[config.mk]
export PLATFORM = sky130hd
export DESIGN_NAME = scg_top
export DESIGN_NICKNAME = d
export VERILOG_FILES = /design/src/rtl/scg_pkg.sv /design/src/rtl/scg_pin_if.sv /design/src/rtl/scg_pin_sync.sv /design/src/rtl/scg_top.sv
export VERILOG_INCLUDE_DIRS = /design/src /design/src/rtl
export SDC_FILE = /design/constraint.sdc
export NUM_CORES = 1
export LEC_CHECK = 0
export BUFFER_PORTS_ARGS = -buffer_cell sky130_fd_sc_hd__buf_2
export CAP_MARGIN = 20
export CORE_ASPECT_RATIO = 1.1
export CORE_UTILIZATION = 50
export CTS_CLUSTER_DIAMETER = 40
export CTS_CLUSTER_SIZE = 12
export DETAILED_ROUTE_END_ITERATION = 6
export PLACE_DENSITY_LB_ADDON = 0.1
export SYNTH_ARGS = -nofsm -noshare
export SYNTH_HDL_FRONTEND = slang
export SYNTH_SLANG_ARGS = --single-unit
[constraint.sdc]
create_clock -name clk -period 4.5 [get_ports clk]
set_clock_uncertainty 0.2 [all_clocks]
set_input_delay 0.225 -clock clk [delete_from_list [all_inputs] [get_ports clk]]
set_output_delay 0.225 -clock clk [all_outputs]
set_load 0.02 [all_outputs]
[src/rtl/scg_cfg.svh]
`ifndef SCG_CFG_SVH
`define SCG_CFG_SVH

`define SCG_NUM_CLK 10
`define SCG_CNT_W 4
`define SCG_ADDR_W 4

`define SCG_OFF_CLK_CTRL 4'h0
`define SCG_OFF_BRIDGE_CTRL 4'h4
`define SCG_OFF_PM_CTRL 4'h8
`define SCG_OFF_STATUS 4'hc

`define SCG_BRG_SEC_RST_BIT 0
`define SCG_PM_STATE_LSB 0
`define SCG_PM_STATE_W 2
`define SCG_PM_D3HOT 2'h3

`define SCG_ST_CAPTURED_BIT 0
`define SCG_ST_SPEED66_BIT 1
`define SCG_ST_MODE_RSVD_BIT 2
`define SCG_ST_PARKED_LOW_BIT 3
`define SCG_ST_TEST_MODE_BIT 4
`define SCG_ST_FEEDBACK_BIT 5

`define SCG_CLK_CTRL_RST 10'h000
`define SCG_BRG_CTRL_RST 1'h0
`define SCG_PM_CTRL_RST 2'h0

`define SCG_MODE_NORMAL_LO 1'h1
`define SCG_MODE_NORMAL_HI 1'h0

`define SCG_RESP_OKAY 2'h0
`define SCG_RESP_DECERR 2'h3

`define SCG_PIN_W 7
`endif

[src/rtl/scg_pkg.sv]
package scg_pkg;
    typedef enum logic [2:0] {
        SCG_IN_RESET = 3'h1,
        SCG_CAPTURE = 3'h2,
        SCG_RUN = 3'h4
    } scg_state_t;

    typedef logic [9:0] scg_clk_vec_t;
endpackage

[src/rtl/scg_pin_if.sv]
interface scg_pin_if;
    logic primary_reset_n;
    logic clock_mask_serial_in;
    logic bus_power_clock_strap;
    logic speed_select_strap;
    logic mode_select_lo;
    logic mode_select_hi;
    logic secondary_clock_feedback;

    modport filter (
        output primary_reset_n, clock_mask_serial_in, bus_power_clock_strap,
        output speed_select_strap, mode_select_lo, mode_select_hi,
        output secondary_clock_feedback
    );
    modport core (
        input primary_reset_n, clock_mask_serial_in, bus_power_clock_strap,
        input speed_select_strap, mode_select_lo, mode_select_hi,
        input secondary_clock_feedback
    );
endinterface

[src/rtl/scg_pin_sync.sv]
`include "scg_cfg.svh"

module scg_pin_sync
    import scg_pkg::*;
(
    // Clock and reset
    input wire logic clk,
    input wire logic sys_rst,
    // Raw pins
    input wire logic [`SCG_PIN_W-1:0] pins_raw,
    // Filtered levels
    scg_pin_if.filter pins
);
    logic [`SCG_PIN_W-1:0] s1_q, s2_q, s3_q, filt_q;
    logic [`SCG_PIN_W-1:0] s1_d, s2_d, s3_d, filt_d;

    // Level accepted once stages two and three agree
    always_comb begin
        s1_d = pins_raw;
        s2_d = s1_q;
        s3_d = s2_q;
        filt_d = filt_q;
        for (int i = 0; i < `SCG_PIN_W; i++) begin
            if (s2_q[i] == s3_q[i]) begin
                filt_d[i] = s3_q[i];
            end
        end
    end

    // Reset value treats primary reset as asserted
    always_ff @(posedge clk) begin
        if (sys_rst) begin
            s1_q <= 7'h00;
            s2_q <= 7'h00;
            s3_q <= 7'h00;
            filt_q <= 7'h00;
        end else begin
            s1_q <= s1_d;
            s2_q <= s2_d;
            s3_q <= s3_d;
            filt_q <= filt_d;
        end
    end

    assign pins.primary_reset_n = filt_q[0];
    assign pins.clock_mask_serial_in = filt_q[1];
    assign pins.bus_power_clock_strap = filt_q[2];
    assign pins.speed_select_strap = filt_q[3];
    assign pins.mode_select_lo = filt_q[4];
    assign pins.mode_select_hi = filt_q[5];
    assign pins.secondary_clock_feedback = filt_q[6];
endmodule

[src/rtl/scg_top.sv]
// Design decisions made here: register access over AXI4-Lite and the register offsets.
`include "scg_cfg.svh"

module scg_top
    import scg_pkg::*;
(
    // Clock and reset
    input wire logic clk,
    input wire logic sys_rst,
    // Pins
    input wire logic primary_reset_n,
    input wire logic clock_mask_serial_in,
    input wire logic bus_power_clock_strap,
    input wire logic speed_select_strap,
    input wire logic mode_select_lo,
    input wire logic mode_select_hi,
    input wire logic test_mode,
    input wire logic secondary_clock_feedback,
    // Secondary side
    output logic [9:0] secondary_clock_out,
    output logic secondary_reset_n,
    output logic speed_66mhz_en,
    output logic scan_shift_en,
    output logic scan_capture_en,
    // AXI4-Lite slave
    input wire logic [`SCG_ADDR_W-1:0] s_axi_awaddr,
    input wire logic s_axi_awvalid,
    output logic s_axi_awready,
    input wire logic [31:0] s_axi_wdata,
    input wire logic [3:0] s_axi_wstrb,
    input wire logic s_axi_wvalid,
    output logic s_axi_wready,
    output logic [1:0] s_axi_bresp,
    output logic s_axi_bvalid,
    input wire logic s_axi_bready,
    input wire logic [`SCG_ADDR_W-1:0] s_axi_araddr,
    input wire logic s_axi_arvalid,
    output logic s_axi_arready,
    output logic [31:0] s_axi_rdata,
    output logic [1:0] s_axi_rresp,
    output logic s_axi_rvalid,
    input wire logic s_axi_rready
);
    scg_pin_if pins ();

    scg_pin_sync u_sync (
        .clk(clk),
        .sys_rst(sys_rst),
        .pins_raw({secondary_clock_feedback, mode_select_hi, mode_select_lo,
                   speed_select_strap, bus_power_clock_strap,
                   clock_mask_serial_in, primary_reset_n}),
        .pins(pins.filter)
    );

    function automatic logic addr_hit(input logic [`SCG_ADDR_W-1:0] a,
                                      input logic [`SCG_ADDR_W-1:0] off);
        addr_hit = (a[`SCG_ADDR_W-1:2] == off[`SCG_ADDR_W-1:2]);
    endfunction

    // Capture state
    scg_state_t state_q, state_d;
    logic [`SCG_CNT_W-1:0] cnt_q, cnt_d;
    scg_clk_vec_t clk_ctrl_q, clk_ctrl_d;
    logic speed66_q, speed66_d;
    logic captured_q, captured_d;
    logic gate_high_q, gate_high_d;
    logic [9:0] park_high_q, park_high_d;
    logic park_low_q, park_low_d;
    logic sec_rst_q, sec_rst_d;
    logic scan_shift_q, scan_shift_d;
    logic scan_cap_q, scan_cap_d;
    // Software state
    logic brg_rst_q, brg_rst_d;
    logic [`SCG_PM_STATE_W-1:0] pm_state_q, pm_state_d;
    // Bus state
    logic aw_held_q, aw_held_d, w_held_q, w_held_d;
    logic [`SCG_ADDR_W-1:0] awaddr_q, awaddr_d, araddr_w;
    logic [31:0] wdata_q, wdata_d;
    logic [3:0] wstrb_q, wstrb_d;
    logic bvalid_q, bvalid_d;
    logic [1:0] bresp_q, bresp_d, rresp_q, rresp_d;
    logic rvalid_q, rvalid_d;
    logic [31:0] rdata_q, rdata_d;
    logic do_write;
    logic [31:0] status_w;

    assign araddr_w = s_axi_araddr;
    assign do_write = aw_held_q && w_held_q && !bvalid_q;

    always_comb begin
        status_w = 32'h0000_0000;
        status_w[`SCG_ST_CAPTURED_BIT] = captured_q;
        status_w[`SCG_ST_SPEED66_BIT] = speed66_q;
        status_w[`SCG_ST_MODE_RSVD_BIT] = !(pins.mode_select_lo == `SCG_MODE_NORMAL_LO &&
                                            pins.mode_select_hi == `SCG_MODE_NORMAL_HI);
        status_w[`SCG_ST_PARKED_LOW_BIT] = park_low_q;
        status_w[`SCG_ST_TEST_MODE_BIT] = test_mode;
        status_w[`SCG_ST_FEEDBACK_BIT] = pins.secondary_clock_feedback;
    end

    // Capture and gating
    always_comb begin
        state_d = state_q;
        cnt_d = cnt_q;
        clk_ctrl_d = clk_ctrl_q;
        speed66_d = speed66_q;
        captured_d = captured_q;
        brg_rst_d = brg_rst_q;
        pm_state_d = pm_state_q;
        if (do_write && addr_hit(awaddr_q, `SCG_OFF_CLK_CTRL)) begin
            if (wstrb_q[0]) begin
                clk_ctrl_d[7:0] = wdata_q[7:0];
            end
            if (wstrb_q[1]) begin
                clk_ctrl_d[9:8] = wdata_q[9:8];
            end
        end
        if (do_write && addr_hit(awaddr_q, `SCG_OFF_BRIDGE_CTRL) && wstrb_q[0]) begin
            brg_rst_d = wdata_q[`SCG_BRG_SEC_RST_BIT];
        end
        if (do_write && addr_hit(awaddr_q, `SCG_OFF_PM_CTRL) && wstrb_q[0]) begin
            pm_state_d = wdata_q[`SCG_PM_STATE_LSB +: `SCG_PM_STATE_W];
        end
        unique case (state_q)
            SCG_IN_RESET: begin
                cnt_d = 4'h0;
                clk_ctrl_d = `SCG_CLK_CTRL_RST;
                brg_rst_d = `SCG_BRG_CTRL_RST;
                pm_state_d = `SCG_PM_CTRL_RST;
                captured_d = 1'b0;
                if (pins.primary_reset_n && sec_rst_q) begin
                    state_d = SCG_CAPTURE;
                    speed66_d = pins.speed_select_strap;
                end
            end
            SCG_CAPTURE: begin
                clk_ctrl_d = {pins.clock_mask_serial_in, clk_ctrl_q[9:1]};
                cnt_d = cnt_q + 4'h1;
                if (cnt_q == 4'(`SCG_NUM_CLK - 1)) begin
                    state_d = SCG_RUN;
                    captured_d = 1'b1;
                end
            end
            SCG_RUN: begin
                speed66_d = pins.speed_select_strap;
            end
        endcase
        if (!pins.primary_reset_n) begin
            state_d = SCG_IN_RESET;
        end
    end

    // Output stage
    always_comb begin
        sec_rst_d = !pins.primary_reset_n || brg_rst_q || state_q != SCG_RUN;
        gate_high_d = captured_q && state_q == SCG_RUN;
        park_high_d = gate_high_q ? clk_ctrl_q : 10'h000;
        park_low_d = pins.bus_power_clock_strap && pm_state_q == `SCG_PM_D3HOT;
        scan_shift_d = test_mode && !pins.speed_select_strap;
        scan_cap_d = test_mode && pins.speed_select_strap;
    end

    always_ff @(posedge clk) begin
        if (sys_rst) begin
            state_q <= SCG_IN_RESET;
            cnt_q <= 4'h0;
            clk_ctrl_q <= `SCG_CLK_CTRL_RST;
            speed66_q <= 1'b0;
            captured_q <= 1'b0;
            gate_high_q <= 1'b0;
            park_high_q <= 10'h000;
            park_low_q <= 1'b0;
            sec_rst_q <= 1'b1;
            scan_shift_q <= 1'b0;
            scan_cap_q <= 1'b0;
            brg_rst_q <= `SCG_BRG_CTRL_RST;
            pm_state_q <= `SCG_PM_CTRL_RST;
        end else begin
            state_q <= state_d;
            cnt_q <= cnt_d;
            clk_ctrl_q <= clk_ctrl_d;
            speed66_q <= speed66_d;
            captured_q <= captured_d;
            gate_high_q <= gate_high_d;
            park_high_q <= park_high_d;
            park_low_q <= park_low_d;
            sec_rst_q <= sec_rst_d;
            scan_shift_q <= scan_shift_d;
            scan_cap_q <= scan_cap_d;
            brg_rst_q <= brg_rst_d;
            pm_state_q <= pm_state_d;
        end
    end

    // Gates only change at a rising edge, so parking high never glitches; parking low
    // may shorten the last high phase.
    always_comb begin
        for (int i = 0; i < `SCG_NUM_CLK; i++) begin
            secondary_clock_out[i] = (clk | park_high_q[i]) & !park_low_q;
        end
    end

    assign secondary_reset_n = !sec_rst_q;
    assign speed_66mhz_en = speed66_q;
    assign scan_shift_en = scan_shift_q;
    assign scan_capture_en = scan_cap_q;

    // AXI4-Lite slave
    always_comb begin
        aw_held_d = aw_held_q;
        w_held_d = w_held_q;
        awaddr_d = awaddr_q;
        wdata_d = wdata_q;
        wstrb_d = wstrb_q;
        bvalid_d = bvalid_q;
        bresp_d = bresp_q;
        rvalid_d = rvalid_q;
        rdata_d = rdata_q;
        rresp_d = rresp_q;
        if (s_axi_awvalid && s_axi_awready) begin
            aw_held_d = 1'b1;
            awaddr_d = s_axi_awaddr;
        end
        if (s_axi_wvalid && s_axi_wready) begin
            w_held_d = 1'b1;
            wdata_d = s_axi_wdata;
            wstrb_d = s_axi_wstrb;
        end
        if (do_write) begin
            aw_held_d = 1'b0;
            w_held_d = 1'b0;
            bvalid_d = 1'b1;
            bresp_d = (addr_hit(awaddr_q, `SCG_OFF_CLK_CTRL) ||
                       addr_hit(awaddr_q, `SCG_OFF_BRIDGE_CTRL) ||
                       addr_hit(awaddr_q, `SCG_OFF_PM_CTRL) ||
                       addr_hit(awaddr_q, `SCG_OFF_STATUS)) ? `SCG_RESP_OKAY : `SCG_RESP_DECERR;
        end else if (bvalid_q && s_axi_bready) begin
            bvalid_d = 1'b0;
        end
        if (s_axi_arvalid && s_axi_arready) begin
            rvalid_d = 1'b1;
            rresp_d = `SCG_RESP_OKAY;
            rdata_d = 32'h0000_0000;
            if (addr_hit(araddr_w, `SCG_OFF_CLK_CTRL)) begin
                rdata_d[9:0] = clk_ctrl_q;
            end else if (addr_hit(araddr_w, `SCG_OFF_BRIDGE_CTRL)) begin
                rdata_d[`SCG_BRG_SEC_RST_BIT] = brg_rst_q;
            end else if (addr_hit(araddr_w, `SCG_OFF_PM_CTRL)) begin
                rdata_d[`SCG_PM_STATE_LSB +: `SCG_PM_STATE_W] = pm_state_q;
            end else if (addr_hit(araddr_w, `SCG_OFF_STATUS)) begin
                rdata_d = status_w;
            end else begin
                rresp_d = `SCG_RESP_DECERR;
            end
        end else if (rvalid_q && s_axi_rready) begin
            rvalid_d = 1'b0;
        end
    end

    always_ff @(posedge clk) begin
        if (sys_rst) begin
            aw_held_q <= 1'b0;
            w_held_q <= 1'b0;
            awaddr_q <= 4'h0;
            wdata_q <= 32'h0000_0000;
            wstrb_q <= 4'h0;
            bvalid_q <= 1'b0;
            bresp_q <= 2'h0;
            rvalid_q <= 1'b0;
            rdata_q <= 32'h0000_0000;
            rresp_q <= 2'h0;
        end else begin
            aw_held_q <= aw_held_d;
            w_held_q <= w_held_d;
            awaddr_q <= awaddr_d;
            wdata_q <= wdata_d;
            wstrb_q <= wstrb_d;
            bvalid_q <= bvalid_d;
            bresp_q <= bresp_d;
            rvalid_q <= rvalid_d;
            rdata_q <= rdata_d;
            rresp_q <= rresp_d;
        end
    end

    assign s_axi_awready = !aw_held_q && !bvalid_q;
    assign s_axi_wready = !w_held_q && !bvalid_q;
    assign s_axi_bvalid = bvalid_q;
    assign s_axi_bresp = bresp_q;
    assign s_axi_arready = !rvalid_q;
    assign s_axi_rvalid = rvalid_q;
    assign s_axi_rdata = rdata_q;
    assign s_axi_rresp = rresp_q;
endmodule

==> metrics <==
Antenna Cells=0; CTS tree=yes; CP max FO=6; Rows=32; top_reg_cell synth=dfxtp_1; worst path cell trace=clkbuf_8 > clkbuf_8 > nor2_1 > nor2_1 > buf_2; Vias=2995; asr flop ratio synth=0%; Initial Util=52.9%; critical path class=clk2out; Final nets=563; leakage power=1.90 nW; critical path endpoint category=output port; DRC=0; sequential area share after synthesis=50.1%; grt total ovfl=0; Gates resized, CTS repair=0; postcts setup bufs=0; Final ANT Viol Nets=0; clk slew on worst S/H paths=100 ps; Yosys reg bits=95; Die Ht=93.4 um; Buffers on Ports=63; Yosys top cell by area=dfxtp_1; antenna violations before repair=0; Adder-Cell Fraction of Synth Area=0.660%; slew at the pin closest to its max-slew limit=1010 ps; Mapped Cells=419; pwr/cell area=436 mW/mm2; WP data arrival=2830 ps; main combinational cell family by area after synthesis=simple AND/OR/NAND/NOR gates; Hold Vio Cnt, Final=0; Slew Viols, Final=0; number of distinct library cells after synthesis=47; Die W=85.1 um; mapped cell area=0.00379 mm2; HP Class=in2reg; GR Util All Layers=21.3%; crit path launch type=clock port; WP data required=4070 ps; first-pass GRT wire length=12900 um; CP max-delay cell=buf_2; RSZ-0062 raised after global routing=no; Synth Area in XOR/XNOR=0.660%; ranking of synthesized cells by area=dfxtp_1, buf_4, nor2_1; Hold Worst Slack=67.7 ps; Post-CTS Hold Fix Bufs=27; vias in the first global route=2964; fraction of post-synthesis cell area in the top cell type by area=50.1%; VDD IR max=0.209 mV; Final HPWL DP=4950 um; mux contribution to synthesized area=1.62%; Clk Latency, worst-skew pair=470 ps; Placer Congestion=0.770; setup TNS=0 ps; Largest stage delay, worst path=170 ps; drt initial violations=153; Post-synth EDFFs=0; maximum number of pins on one net before global-route repair=56; post-route worst setup slack=1240 ps; Post-Route WL=7570 um; Compound-Gate Fraction of Synth Area=15.9%; Core Area=0.00717 mm2; Place WS=1550 ps; Area Overhead vs Synth=20.7%; post-synthesis simple-gate area fraction=22.9%; mean area per synthesized cell=9.05 um2; outcome=finished, final reports clean; yosys synthesis warning count=0; # IOs=114; layout cells sized above 1=18.3%; 1st-pass router iterations=4; max-cap viol count=0; vias per std cell=5.05; Slew HR=32.9%; # setup viols final=0; WL per Instance=12.8 um; full die area=0.00794 mm2; fin util=63.9%
## per-layer routing
layer  global-route usage, %  share of wire (%)
met1                    24.0                 46
met2                    34.6                 47
met3                    6.88                4.7
met4                    13.7                2.4
met5                       0                  0
## per-stage QoR
step	power, W	instance area, um2	instances
after floorplan	0.00121	3870	440
after global placement	0.00128	4040	545
after detailed placement	0.00128	4040	545
after CTS	0.00202	4580	593
after global routing	0.00209	4580	593
final	0.00200	4580	593
## worst max-delay path: cells and delay by family
family | cells | cell delay [ps]
buf+inv | 3 | 430
simple gates | 2 | 160
## worst paths after layout
path | start | endpoint | slack, ps | cells past startpoint
hold / removal | s_axi_araddr[2] | s_axi_rdata[0] | 70 | 4
setup / recovery | clk | secondary_clock_out[9] | 1240 | 5
hold reg to reg | u_sync.s1_q[3] | u_sync.s2_q[3] | 250 | 1
setup reg to reg | state_q[0] | clk_ctrl_q[4] | 2290 | 4
## cell usage in the layout (no fill, tap or decap), types with 3 or more instances in the layout
cell type and count:
nor2_1 49, inv_1 10, a22oi_1 9, nor3b_1 6
clkbuf_8 13, nand2_1 41, nor3_1 10, a311oi_1 3
and2_1 13, nand3_1 4, conb_1 22, mux2i_1 5
o21ai_0 13, a22o_1 7, a32oi_1 3, dlygate4sd3_1 27
dfxtp_1 95, nand2b_1 7, buf_2 63, a221oi_1 8
a21oi_1 34, nor2b_1 26
## layout make-up
class | instances | area, um2
sequential | 95 | 1900
timing repair buffer | 82 | 551
tap | 85 | 106
inverter | 10 | 37.5
multi-input combinational | 290 | 1660
clock inverter | 7 | 86.3
fill | 640 | 2590
clock buffer | 24 | 233
## registers in the layout, summed over array words and instances, names as in the netlist, 2 cells and up
signal,count
u_sync.s1_q,7
state_q,3
u_sync.s2_q,7
wstrb_q,2
clk_ctrl_q,10
u_sync.s3_q,7
s_axi_rdata,10
park_high_q,10
wdata_q,10
cnt_q,4
pm_state_q,2
awaddr_q,2
u_sync.filt_q,7
## synth_stat cells, types with 2 or more instances
cell type,count
buf_4,25
a21o_1,2
and2_1,13
buf_2,5
nor3b_1,6
nand2b_1,7
ha_1,2
and3b_1,2
or3_1,2
a221oi_1,8
dfxtp_1,95
a32oi_1,3
a311oi_1,3
nand3_1,4
a22oi_1,9
mux2i_1,5
nor3_1,10
nor2b_1,26
a22o_1,7
o21ai_0,13
inv_1,10
buf_1,2
a21oi_1,34
and3_1,2
clkbuf_1,13
nand2_1,41
nand4b_1,2
nor2_1,49
## where the power goes
| group | total (W) | internal (W) | switching (W) |
|---|---|---|---|
| combinational | 0.000123 | 0.0000513 | 0.0000720 |
| sequential | 0.000876 | 0.000862 | 0.0000143 |
| clock | 0.000997 | 0.000450 | 0.000547 |
| total | 0.00200 | 0.00136 | 0.000633 |
## kinds of logic (layout without fill, tap and decap cells)
group,after synthesis,after routing
simple gates,172,172
flops,95,95
compound gates,86,86
buf+inv,55,123
mux,6,6
fa+ha+maj,2,2
xor+xnor,2,2
other cells,1,22
No activity file was read; power rests on OpenSTA's default activity.
